## config.mk

```make
export PLATFORM = sky130hd
export DESIGN_NAME = edc_dma
export DESIGN_NICKNAME = d
export VERILOG_FILES = /design/src/edc_pkg.sv /design/src/edc_ring_mem.sv /design/src/edc_station_rom.sv /design/src/edc_dma.sv
export VERILOG_INCLUDE_DIRS = /design/src /design/src/src
export SDC_FILE = /design/constraint.sdc
export NUM_CORES = 1
export LEC_CHECK = 0
export ABC_CLOCK_PERIOD_IN_PS = 5890
export BUFFER_PORTS_ARGS = -buffer_cell sky130_fd_sc_hd__buf_2
export CELL_PAD_IN_SITES_DETAIL_PLACEMENT = 1
export CELL_PAD_IN_SITES_GLOBAL_PLACEMENT = 2
export CORE_AREA = 2 2 388 390
export CTS_CLUSTER_DIAMETER = 50
export DETAILED_ROUTE_END_ITERATION = 12
export DIE_AREA = 0 0 390 392
export PLACE_DENSITY_LB_ADDON = 0.1
export SKIP_LAST_GASP = 1
export SYNTH_ARGS = -nofsm -noshare
export SYNTH_HDL_FRONTEND = slang
export SYNTH_SLANG_ARGS = --single-unit
```

## constraint.sdc

```tcl
create_clock -name sys_clk_i -period 5.89 [get_ports sys_clk_i]
set_clock_uncertainty 0.15 [all_clocks]
set_input_delay 0 -clock sys_clk_i [delete_from_list [all_inputs] [get_ports sys_clk_i]]
set_output_delay 0 -clock sys_clk_i [all_outputs]
set_load 0.02 [all_outputs]
```

## src/edc_regs.svh

```systemverilog
// register offsets, fields and reset values of the dma channels
// assumes apb byte addressing, one aligned word per register
`ifndef EDC_REGS_SVH
`define EDC_REGS_SVH
`define EDC_OFS_STATUS  8'h00
`define EDC_OFS_PEEK    8'h04
`define EDC_OFS_TX_ADDR 8'h08
`define EDC_OFS_TX_LEN  8'h0c
`define EDC_OFS_RX_ADDR 8'h10
`define EDC_OFS_RX_LEN  8'h14
`define EDC_ROM_BASE    8'h80
`define EDC_CTRL_ORDER  7
`define EDC_CTRL_LINE   6
`define EDC_CTRL_TXON   5
`define EDC_CTRL_RXON   4
`define EDC_INT_TX      3
`define EDC_INT_RX      2
`define EDC_CTRL_RST    4'h0
`define EDC_STAT_TAG    4'h0
`define EDC_HDR_WORDS   30'h4
`define EDC_STAT_COPIES 2'h3
`endif

```

## src/edc_pkg.sv

```systemverilog
// types shared by the dma channels and the far-side model
package edc_pkg;
  typedef struct packed {
    logic        valid;
    logic [29:0] addr;
    logic [31:0] data;
  } edc_wr_t;
  typedef struct packed {
    logic        valid;
    logic [29:0] addr;
  } edc_rd_t;
  typedef enum logic [3:0] {
    TX_IDLE = 4'b0001, TX_READ = 4'b0010,
    TX_PUSH = 4'b0100, TX_DONE = 4'b1000
  } edc_tx_st_t;
  typedef enum logic [3:0] {
    RX_IDLE = 4'b0001, RX_LOAD = 4'b0010,
    RX_FILL = 4'b0100, RX_STAT = 4'b1000
  } edc_rx_st_t;
endpackage

```

## src/edc_ring_mem.sv

```systemverilog
// descriptor ring storage, one write port, registered read
// assumes the caller keeps pointers in range
`timescale 1ns/1ps
module edc_ring_mem #(
  parameter int DEPTH = 16,
  parameter int AW    = 4,
  parameter int DW    = 42
) (
  input  wire logic          sys_clk_i,
  input  wire logic          we_i,
  input  wire logic [AW-1:0] waddr_i,
  input  wire logic [DW-1:0] wdata_i,
  input  wire logic [AW-1:0] raddr_i,
  output logic      [DW-1:0] rdata_o
);
  logic [DW-1:0] mem [DEPTH];
  always_ff @(posedge sys_clk_i) begin
    if (we_i) begin
      mem[waddr_i] <= wdata_i;
    end
    rdata_o <= mem[raddr_i];
  end
endmodule // edc_ring_mem

```

## src/edc_station_rom.sv

```systemverilog
// 32-byte station address rom, registered read
// assumes address and checksum come in as parameters
`timescale 1ns/1ps
module edc_station_rom #(
  parameter logic [47:0] STATION = 48'h02_00_00_00_00_01,
  parameter logic [15:0] CHKSUM  = 16'h0000
) (
  input  wire logic       sys_clk_i,
  input  wire logic [4:0] addr_i,
  output logic      [7:0] data_o
);
  logic [63:0]  fwd;
  logic [63:0]  rev;
  logic [255:0] image;
  logic [7:0]   bytes [32];
  assign fwd = {STATION, CHKSUM};
  // fwd, reversed, copy, test pattern; byte 0 in top lane
  assign rev   = {<<8{fwd}};
  assign image = {fwd, rev, fwd, 64'hff_00_55_aa_ff_00_55_aa};
  for (genvar i = 0; i < 32; i++) begin : g_byte
    assign bytes[i] = image[255-8*i -: 8];
  end
  always_ff @(posedge sys_clk_i) begin
    data_o <= bytes[addr_i];
  end
endmodule // edc_station_rom

```

## src/edc_dma.sv

```systemverilog
// two dma channels between a network controller and memory
// assumes apb master, word-wide memory ports, sync inputs
//
// Local design decisions: the APB register port and the register addresses.
`timescale 1ns/1ps
`include "edc_regs.svh"
// Notes on behaviour
// - send address word-aligned, first two bytes skipped
// - send length is 16-bit byte count
// - command AND status nonzero stops send, flags
// - send disable stops reads, no flag; reset clears
// - per packet: store status, flag, next descriptor
// - receive address aligned, four status copies, skip
// - status word field layout top to bottom
// - receive length twelve bits from bits 15-4
// - unused quadwords reported, all ones on overflow
// - receive command AND status stops, stores, flags
// - unmatched or bad packets flushed, buffer reused
// - selected error kinds consume buffer, flag
// - sixteen-entry ring, empty equal, full plus one
// - consume and flag in one cycle, produce on length write
// - reset zeros pointers, length write when full and off drains ring
// - empty ring drops packets, descriptors resume
// - receive disable stops writes, no flag; reset
// - station rom image layout
// - control bits seven to four, reset clear
// - after send, flag and wait for disable
// - irq while flags set; status read clears
// - line interface off loops send to receive
module edc_dma #(
  parameter logic [47:0] STATION = 48'h02_00_00_00_00_01,
  parameter logic [15:0] CHKSUM  = 16'h0000
) (
  input  wire logic           sys_clk_i,
  input  wire logic           rst_n_i,
  input  wire logic           psel,
  input  wire logic           penable,
  input  wire logic           pwrite,
  input  wire logic [7:0]     paddr,
  input  wire logic [31:0]    pwdata,
  output logic      [31:0]    prdata,
  output logic                pready,
  output logic                pslverr,
  input  wire logic [7:0]     tx_cmd_i,
  input  wire logic [7:0]     tx_stat_i,
  input  wire logic [7:0]     rx_cmd_i,
  input  wire logic [7:0]     rx_stat_i,
  output edc_pkg::edc_rd_t    tx_rd_o,
  input  wire logic           tx_rd_ready_i,
  input  wire logic [31:0]    tx_rd_data_i,
  output logic                tx_word_valid_o,
  output logic      [31:0]    tx_word_o,
  output logic                tx_first_o,
  input  wire logic           tx_word_ready_i,
  input  wire logic           rx_word_valid_i,
  input  wire logic [31:0]    rx_word_i,
  output logic                rx_word_ready_o,
  input  wire logic           rx_end_i,
  output edc_pkg::edc_wr_t    rx_wr_o,
  input  wire logic           rx_wr_ready_i,
  output logic                loopback_o,
  output logic                word_lane_order_o,
  output logic                irq_o
);
  logic [3:0]  ctrl;
  logic [3:0]  ints;
  logic [7:0]  send_end_status;
  logic [29:0] tx_base;
  logic [15:0] tx_len;
  logic [29:0] rx_base_stage;
  logic [3:0]  descriptor_consume_ptr;
  logic [3:0]  descriptor_produce_ptr;
  logic [41:0] ring_rdata;
  logic [7:0]  rom_byte;
  logic [31:0] next_prdata;
  edc_pkg::edc_tx_st_t tx_st;
  edc_pkg::edc_rx_st_t rx_st;
  logic [29:0] tx_ptr;
  logic [16:0] tx_left;
  logic [29:0] rx_base;
  logic [29:0] rx_ptr;
  logic [11:0] rx_qleft;
  logic [1:0]  rx_wpos;
  logic        rx_ovf;
  logic [1:0]  stat_idx;
  logic [7:0]  receive_end_status;
  logic [31:0] end_word;
  logic        rx_wr_busy;
  logic [31:0] rx_word_i_q;
  logic        rx_flush;
  logic        rom_wait;

  wire send_channel_on    = ctrl[`EDC_CTRL_TXON-4];
  wire receive_channel_on = ctrl[`EDC_CTRL_RXON-4];
  wire line_interface_on  = ctrl[`EDC_CTRL_LINE-4];
  wire setup     = psel && !penable;
  wire access    = psel && penable;
  wire is_status = paddr == `EDC_OFS_STATUS;
  wire is_peek   = paddr == `EDC_OFS_PEEK;
  wire is_txa    = paddr == `EDC_OFS_TX_ADDR;
  wire is_txl    = paddr == `EDC_OFS_TX_LEN;
  wire is_rxa    = paddr == `EDC_OFS_RX_ADDR;
  wire is_rxl    = paddr == `EDC_OFS_RX_LEN;
  wire is_rom    = paddr[7] && paddr[1:0] == 2'h0;
  wire mapped    = is_status || is_peek || is_txa || is_txl
                   || is_rxa || is_rxl || is_rom;
  wire wr_ok     = access && pwrite && mapped;
  wire ring_empty = descriptor_consume_ptr == descriptor_produce_ptr;
  wire ring_full  = 4'(descriptor_produce_ptr + 4'h1)
                    == descriptor_consume_ptr;
  wire len_wr    = wr_ok && is_rxl;
  wire tx_hit    = |(tx_cmd_i & tx_stat_i);
  wire rx_hit    = |(rx_cmd_i & rx_stat_i);
  wire tx_busy   = tx_st == edc_pkg::TX_READ
                   || tx_st == edc_pkg::TX_PUSH;
  wire tx_end    = tx_busy && tx_hit && send_channel_on;
  wire rx_fin    = rx_st == edc_pkg::RX_STAT && rx_wr_ready_i
                   && stat_idx == `EDC_STAT_COPIES;
  wire status_rd = access && !pwrite && is_status;
  wire rx_take   = rx_word_valid_i && rx_word_ready_o;
  wire rom_stall = access && is_rom && !rom_wait;
  wire [11:0] ring_len  = ring_rdata[11:0];
  wire [29:0] ring_addr = ring_rdata[41:12];

  // rom byte is registered, so a rom access waits one cycle
  assign pready  = !rom_stall;
  assign pslverr = access && !mapped;
  assign word_lane_order_o = ctrl[`EDC_CTRL_ORDER-4];
  assign loopback_o = !line_interface_on;
  assign irq_o = |ints;
  // status word: flag tag, consume ptr, status, quads, bytes
  assign end_word = {`EDC_STAT_TAG, descriptor_consume_ptr,
                     receive_end_status,
                     rx_ovf ? 12'hfff : rx_qleft,
                     rx_wpos, 2'h0};
  assign tx_rd_o.valid = tx_st == edc_pkg::TX_READ
                         && tx_left != 17'h0 && send_channel_on;
  assign tx_rd_o.addr  = tx_ptr;
  // drop words while no buffer is held, stall while writing
  assign rx_word_ready_o = rx_st == edc_pkg::RX_IDLE
                           || (rx_st == edc_pkg::RX_FILL
                               && !rx_wr_busy);
  assign rx_wr_o.valid = rx_wr_busy && receive_channel_on;
  assign rx_wr_o.addr  = rx_ptr;
  assign rx_wr_o.data  = rx_st == edc_pkg::RX_STAT
                         ? end_word : rx_word_i_q;

  edc_ring_mem #(.DEPTH(16), .AW(4), .DW(42)) u_ring (
    .sys_clk_i (sys_clk_i),
    .we_i      (len_wr && !ring_full),
    .waddr_i   (descriptor_produce_ptr),
    .wdata_i   ({rx_base_stage, pwdata[15:4]}),
    .raddr_i   (descriptor_consume_ptr),
    .rdata_o   (ring_rdata)
  );

  edc_station_rom #(.STATION(STATION), .CHKSUM(CHKSUM)) u_rom (
    .sys_clk_i (sys_clk_i),
    .addr_i    (paddr[6:2]),
    .data_o    (rom_byte)
  );

  always_comb begin
    next_prdata = 32'h0;
    if (is_status || is_peek) begin
      next_prdata = {send_end_status, receive_end_status,
                     descriptor_consume_ptr, descriptor_produce_ptr,
                     ctrl, ints};
    end else if (is_txa) begin
      next_prdata = {tx_base, 2'h0};
    end else if (is_txl) begin
      next_prdata = {16'h0, tx_len};
    end else if (is_rxa) begin
      next_prdata = {rx_base_stage, 2'h0};
    end
  end

  always_ff @(posedge sys_clk_i or negedge rst_n_i) begin
    if (!rst_n_i) begin
      prdata   <= 32'h0;
      rom_wait <= 1'b0;
    end else begin
      rom_wait <= rom_stall;
      if (setup) begin
        prdata <= next_prdata;
      end else if (access && is_rom) begin
        prdata <= {24'h0, rom_byte};
      end
    end
  end

  always_ff @(posedge sys_clk_i or negedge rst_n_i) begin
    if (!rst_n_i) begin
      ctrl          <= `EDC_CTRL_RST;
      tx_base       <= 30'h0;
      tx_len        <= 16'h0;
      rx_base_stage <= 30'h0;
    end else if (wr_ok) begin
      if (is_status) ctrl <= pwdata[7:4];
      if (is_txa) tx_base <= pwdata[31:2];
      if (is_txl) tx_len <= pwdata[15:0];
      if (is_rxa) rx_base_stage <= pwdata[31:2];
    end
  end

  // flags: a set in the clearing cycle wins
  always_ff @(posedge sys_clk_i or negedge rst_n_i) begin
    if (!rst_n_i) begin
      ints <= 4'h0;
    end else begin
      ints[`EDC_INT_TX] <= tx_end
                           || (ints[`EDC_INT_TX] && !status_rd);
      ints[`EDC_INT_RX] <= (rx_fin && receive_channel_on)
                           || (ints[`EDC_INT_RX] && !status_rd);
      ints[1:0] <= 2'h0;
    end
  end

  always_ff @(posedge sys_clk_i or negedge rst_n_i) begin
    if (!rst_n_i) begin
      descriptor_produce_ptr <= 4'h0;
    end else if (len_wr && !ring_full) begin
      descriptor_produce_ptr <= 4'(descriptor_produce_ptr + 4'h1);
    end else if (len_wr && !receive_channel_on) begin
      descriptor_produce_ptr <= descriptor_consume_ptr;
    end
  end

  // send channel
  always_ff @(posedge sys_clk_i or negedge rst_n_i) begin
    if (!rst_n_i) begin
      tx_st           <= edc_pkg::TX_IDLE;
      tx_ptr          <= 30'h0;
      tx_left         <= 17'h0;
      tx_word_valid_o <= 1'b0;
      tx_word_o       <= 32'h0;
      tx_first_o      <= 1'b0;
      send_end_status <= 8'h0;
    end else if (!send_channel_on) begin
      tx_st           <= edc_pkg::TX_IDLE;
      tx_word_valid_o <= 1'b0;
    end else if (tx_end) begin
      tx_st           <= edc_pkg::TX_DONE;
      tx_word_valid_o <= 1'b0;
      send_end_status <= tx_stat_i;
    end else begin
      unique case (tx_st)
        edc_pkg::TX_IDLE: begin
          tx_st      <= edc_pkg::TX_READ;
          tx_ptr     <= tx_base;
          // two skipped bytes, rounded up to words
          tx_left    <= 17'({1'b0, tx_len} + 17'h5) >> 2;
          tx_first_o <= 1'b1;
        end
        edc_pkg::TX_READ: begin
          if (tx_rd_o.valid && tx_rd_ready_i) begin
            tx_st           <= edc_pkg::TX_PUSH;
            tx_word_o       <= tx_rd_data_i;
            tx_word_valid_o <= 1'b1;
            tx_ptr          <= 30'(tx_ptr + 30'h1);
            tx_left         <= 17'(tx_left - 17'h1);
          end
        end
        edc_pkg::TX_PUSH: begin
          if (tx_word_ready_i) begin
            tx_st           <= edc_pkg::TX_READ;
            tx_word_valid_o <= 1'b0;
            tx_first_o      <= 1'b0;
          end
        end
        edc_pkg::TX_DONE: tx_st <= edc_pkg::TX_DONE;
      endcase
    end
  end

  // receive channel
  always_ff @(posedge sys_clk_i or negedge rst_n_i) begin
    if (!rst_n_i) begin
      rx_st                  <= edc_pkg::RX_IDLE;
      rx_base                <= 30'h0;
      rx_ptr                 <= 30'h0;
      rx_qleft               <= 12'h0;
      rx_wpos                <= 2'h0;
      rx_ovf                 <= 1'b0;
      stat_idx               <= 2'h0;
      rx_wr_busy             <= 1'b0;
      rx_word_i_q            <= 32'h0;
      rx_flush               <= 1'b0;
      receive_end_status     <= 8'h0;
      descriptor_consume_ptr <= 4'h0;
    end else if (!receive_channel_on) begin
      rx_st      <= edc_pkg::RX_IDLE;
      rx_wr_busy <= 1'b0;
    end else begin
      unique case (rx_st)
        edc_pkg::RX_IDLE: begin
          if (!ring_empty) rx_st <= edc_pkg::RX_LOAD;
        end
        edc_pkg::RX_LOAD: begin
          rx_st    <= edc_pkg::RX_FILL;
          rx_base  <= ring_addr;
          rx_ptr   <= 30'(ring_addr + `EDC_HDR_WORDS);
          rx_qleft <= 12'(ring_len - 12'h1);
          rx_wpos  <= 2'h0;
          rx_ovf   <= 1'b0;
          rx_flush <= 1'b0;
        end
        edc_pkg::RX_FILL: begin
          // end pulse during a pending write is kept until it is done
          if (rx_end_i) rx_flush <= 1'b1;
          if (rx_wr_busy && rx_wr_ready_i) begin
            rx_wr_busy <= 1'b0;
            rx_ptr     <= 30'(rx_ptr + 30'h1);
          end
          if (rx_hit && !rx_wr_busy) begin
            rx_st              <= edc_pkg::RX_STAT;
            receive_end_status <= rx_stat_i;
            rx_ptr             <= rx_base;
            stat_idx           <= 2'h0;
            rx_wr_busy         <= 1'b1;
          end else if ((rx_end_i || rx_flush) && !rx_wr_busy) begin
            rx_st <= edc_pkg::RX_LOAD;
          end else if (rx_take) begin
            rx_wpos <= 2'(rx_wpos + 2'h1);
            if (rx_wpos == 2'h0 && (rx_ovf || rx_qleft == 12'h0)) begin
              rx_ovf <= 1'b1;
            end else if (!rx_ovf) begin
              if (rx_wpos == 2'h0) rx_qleft <= 12'(rx_qleft - 12'h1);
              rx_word_i_q <= rx_word_i;
              rx_wr_busy  <= 1'b1;
            end
          end
        end
        edc_pkg::RX_STAT: begin
          if (rx_wr_ready_i) begin
            rx_ptr   <= 30'(rx_ptr + 30'h1);
            stat_idx <= 2'(stat_idx + 2'h1);
            if (stat_idx == `EDC_STAT_COPIES) begin
              rx_st      <= edc_pkg::RX_IDLE;
              rx_wr_busy <= 1'b0;
              descriptor_consume_ptr <=
                4'(descriptor_consume_ptr + 4'h1);
            end
          end
        end
      endcase
    end
  end
endmodule // edc_dma

```

==> key figures <==
Pwr
  – Part of the total power dissipated in combinational logic: 0.038
  – Leakage power: 22.0 nW
  – Portion of total power attributed to the clock network: 0.506
  – Part of the total power dissipated in sequential elements: 0.455
  – Tot Pwr: 17.8 mW
  – Pwr Density: 316 nW/um^2
  – Net switching power of the design: 3.99 mW
  – Internal power summed over all cells: 13.8 mW
  – Sw Ratio: 0.224
  – Worst IR Drop VDD: 0.000215 V

Synthesis
  – Yosys top cell by area: edfxtp_1
  – Xor and xnor area share after synthesis: 0.0112
  – Post-synthesis mux area share: 0.157
  – Dominant register cell in the synthesized netlist: edfxtp_1
  – Post-synthesis register bit count: 1057
  – Fraction of post-synthesis cell area in the top cell type by area: 0.455
  – Total standard cell area after synthesis: 44400 sq um
  – Fraction of the mapped netlist area in adder cells: 0.00479
  – Combinational family with the most area after synthesis: multiplexers
  – Avg Cell Area, Syn: 15.5 sq um
  – Warnings from Yosys: 0
  – Proportion of register bits with asynchronous set or reset after synthesis: 0.321
  – Portion of the post-synthesis area used by sequential elements: 0.667
  – Simple-Gate Fraction of Synth Area: 0.0703
  – Top cells by area in the synthesized netlist: edfxtp_1, dfrtp_1, mux4_2
  – Net Count, Synth: 3020
  – Number of library cell types mapped by synthesis: 92
  – EDFF count, synth: 672
  – Cell count after synthesis: 2857
  – Share of the synthesized area in compound gates (AO/OA/AOI/OAI): 0.0711

Worst setup path
  – Cell repeated most along the worst path: dlygate4sd3_1
  – Logic depth of the worst register-to-register path: 6
  – Critical path capture point type: register
  – Nature of the critical path startpoint: input pin
  – Standard cell with the maximum stage delay on the critical path: a21oi_1
  – Critical path type: in -> reg
  – Critical path's largest stage delay: 0.77 ns
  – FF-to-FF Start: descriptor_consume_ptr[1]$_DFFE_PN0P_
  – Worst EP arrival: 4.56 ns
  – Worst-path maximum fanout: 25
  – Capturing point of the worst reg2reg path: u_ring.mem[2][26]$_DFFE_PP_
  – R2R Setup Slk: 1.58 ns
  – Critical path cell sequence: dlygate4sd3_1 > dlygate4sd3_1 > buf_2 > nor3_2 > nand4b_1 > a21oi_1 > or3b_2 > nor2_4 > buf_4
  – Data required time at the worst endpoint: 6.13 ns

Layout
  – # nets final: 3661
  – Total of fill cells in the finished design: 15200
  – Most common cell after layout, fill and taps aside: edfxtp_1
  – Share of final-layout standard cells stronger than drive strength 1: 0.291
  – Final cell utilization of the core: 0.377
  – Commonest cells after routing, fill and taps aside: edfxtp_1, dfrtp_1, buf_2, dlygate4sd3_1, nand2_1
  – Synthesis-to-finish area growth: 26.7%

Global routing
  – GRT Total Usage: 0.191
  – Wire length of the first global-routing pass: 215 mm
  – Overflow left after global routing: 0
  – Largest net degree at the start of global routing: 122
  – Initial antenna violation count: 12
  – Vias in the first global route: 30800

Timing
  – Setup_tns: 0 ns
  – Final worst-path cycle share: 0.734
  – Normalized max-slew margin: 0.194
  – Fin. Hold Viols: 0
  – Worst-Margin Slew: 1.21 ns
  – Min Tclk post-route: 4.32 ns
  – Final setup violation count: 0
  – Count of pins over their slew limit: 0
  – Fmax: 0.231 GHz
  – Unrepaired setup endpoints after global routing: no

Clocking
  – Count of buffers added by post-CTS timing repair for setup: 0
  – Clock Latency Late Sink: 0.77 ns
  – Number of clock sinks: 1057
  – TritonCTS clock tree: built
  – CTS root buf: clkbuf_16
  – Buffer levels on the longest clock path: 3
  – Clock buffer count from CTS: 147
  – H-tree level count: 4
  – Clock transition at the registers of the reported paths: 0.05 ns

Die
  – Full die area: 153000 sq um
  – Effective utilization at floorplan: 0.298
  – Core ar.: 149000 sq um
  – Top-level I/O count: 312
  – Die Y-Extent: 392 microns
  – Num rows: 142
  – Die boundary width: 390 microns

Worst hold path
  – Hold-critical path depth: 2
  – Worst min-delay path endpoint: u_ring.mem[5][2]$_DFFE_PP_
  – Source of the worst hold timing path: pwdata[6]
  – Hold WC Path Type: in -> reg

Place
  – Port Buf Inserts: 311
  – Placer congestion estimate: 0.770
  – Sum of net half-perimeters after detailed placement: 96.6 mm

Routing
  – Final antenna-violating net count: 0
  – Via count: 28200
  – Drt drc: 0
  – Wire length per cell: 26.2 microns
  – DRC violation total after the first TritonRoute iteration: 1753
  – Overall routed net length: 146 mm
  – Post-detailed-route via-to-cell ratio: 5.06
  – Pre-Repair DR Iteration Count: 5

Status
  – Status: completed

Flow run
  – MaxCap Viol Count: 0
## power groups by stage
| stage | Sequential (mW) | Combinational [mW] | Clock [mW] |
|---|---|---|---|
| 6_report | 8.09 | 0.679 | 9.00 |
| 5_1_grt | 8.11 | 0.747 | 9.55 |
| 4_1_cts | 8.09 | 0.692 | 9.26 |
| 3_5_place_dp | 8.24 | 0.550 | 0 |
| 3_3_place_gp | 8.23 | 0.540 | 0 |
| 2_1_floorplan | 8.26 | 0.191 | 0 |
## Yosys cell counts, types with 23 or more instances
cell	number
o21ai_0	119
a21oi_1	122
inv_1	39
and3_1	23
dfrtp_1	337
mux2_2	182
dfxtp_1	46
and2_1	24
buf_2	30
edfxtp_1	672
xnor2_1	33
o22ai_1	26
nor2_1	123
a221oi_1	23
clkbuf_1	107
nand2_1	219
nand3_1	65
o31ai_1	30
nor3_1	46
mux4_2	210
## how the worst max path moves through the flow
stage / from / to / slack (ns) / depth (start not counted)
2_1_floorplan: descriptor_produce_ptr[0]$_DFFE_PN0P_ / u_ring.mem[5][0]$_DFFE_PP_ / 0.76 / 8
3_3_place_gp: descriptor_consume_ptr[1]$_DFFE_PN0P_ / u_ring.mem[2][15]$_DFFE_PP_ / 1.58 / 6
3_5_place_dp: descriptor_consume_ptr[1]$_DFFE_PN0P_ / u_ring.mem[2][12]$_DFFE_PP_ / 1.51 / 6
4_1_cts: descriptor_consume_ptr[1]$_DFFE_PN0P_ / u_ring.mem[2][26]$_DFFE_PP_ / 1.51 / 6
5_1_grt: descriptor_consume_ptr[1]$_DFFE_PN0P_ / u_ring.mem[11][0]$_DFFE_PP_ / 1.29 / 6
6_report: paddr[5] / u_ring.mem[2][26]$_DFFE_PP_ / 1.57 / 9
## area by class of cell
type	instances	area, sq um	share of cell area
clock inverters	79	832	0.0148
multi-input cells	1597	14100	0.250
inverters	39	146	0.00260
diodes	3	7.51	0.000134
flip-flops and latches	1057	29600	0.527
well taps	1944	2430	0.0433
repair buffers	656	4930	0.0877
clock buffers	193	4190	0.0746
## layer usage
layer	global-route usage	vias to the layer above	share of wire
met1	0.251	14900	0.44
li1	-	12500	-
met5	0	-	0
met2	0.330	530	0.51
met4	0.0512	0	0.021
met3	0.0277	188	0.033
## critical path: cells and delay by family
kind | cells | cell delay (ns)
buffers and inverters | 4 | 1.86
AND/OR/NAND/NOR | 4 | 1.92
AO/OA/AOI/OAI | 1 | 0.77
## cells by family (layout without fill, tap and decap cells)
family / count (synthesis) / after routing
mux: 410 / 410
other cells: 0 / 3
compound gates: 483 / 483
xor+xnor: 55 / 55
buf+inv: 203 / 967
fa+ha+maj: 17 / 17
simple gates: 632 / 632
flops: 1057 / 1057
## flip-flops by register name (all words and copies together), names as in the netlist, 8 cells and up
signal and count:
prdata 32, receive_end_status 8, rx_base 30, rx_base_stage 30, rx_ptr 30, rx_qleft 12, rx_word_i_q 32, send_end_status 8
tx_base 30, tx_left 17, tx_len 16, tx_ptr 30, tx_word_o 32, u_ring.mem 672, u_ring.rdata_o 42
## timing repair
action,CTS,global route
resized for setup,0,0
endpoints found under the hold margin,768,0
hold buffers,287,0
## per-stage QoR
step / hold WS [ns] / cell area, sq um / std cells / setup WS [ns]
6_report: 0.0815 / 56200 / 5568 / 1.57
5_1_grt: 0.0918 / 56200 / 5567 / 1.29
4_1_cts: 0.0262 / 56200 / 5565 / 1.51
3_5_place_dp: -0.143 / 48300 / 5006 / 1.51
3_3_place_gp: -0.142 / 48300 / 5006 / 1.58
2_1_floorplan: -0.446 / 44400 / 2857 / 0.759
Note: power is estimated with default switching activity, not from simulation.
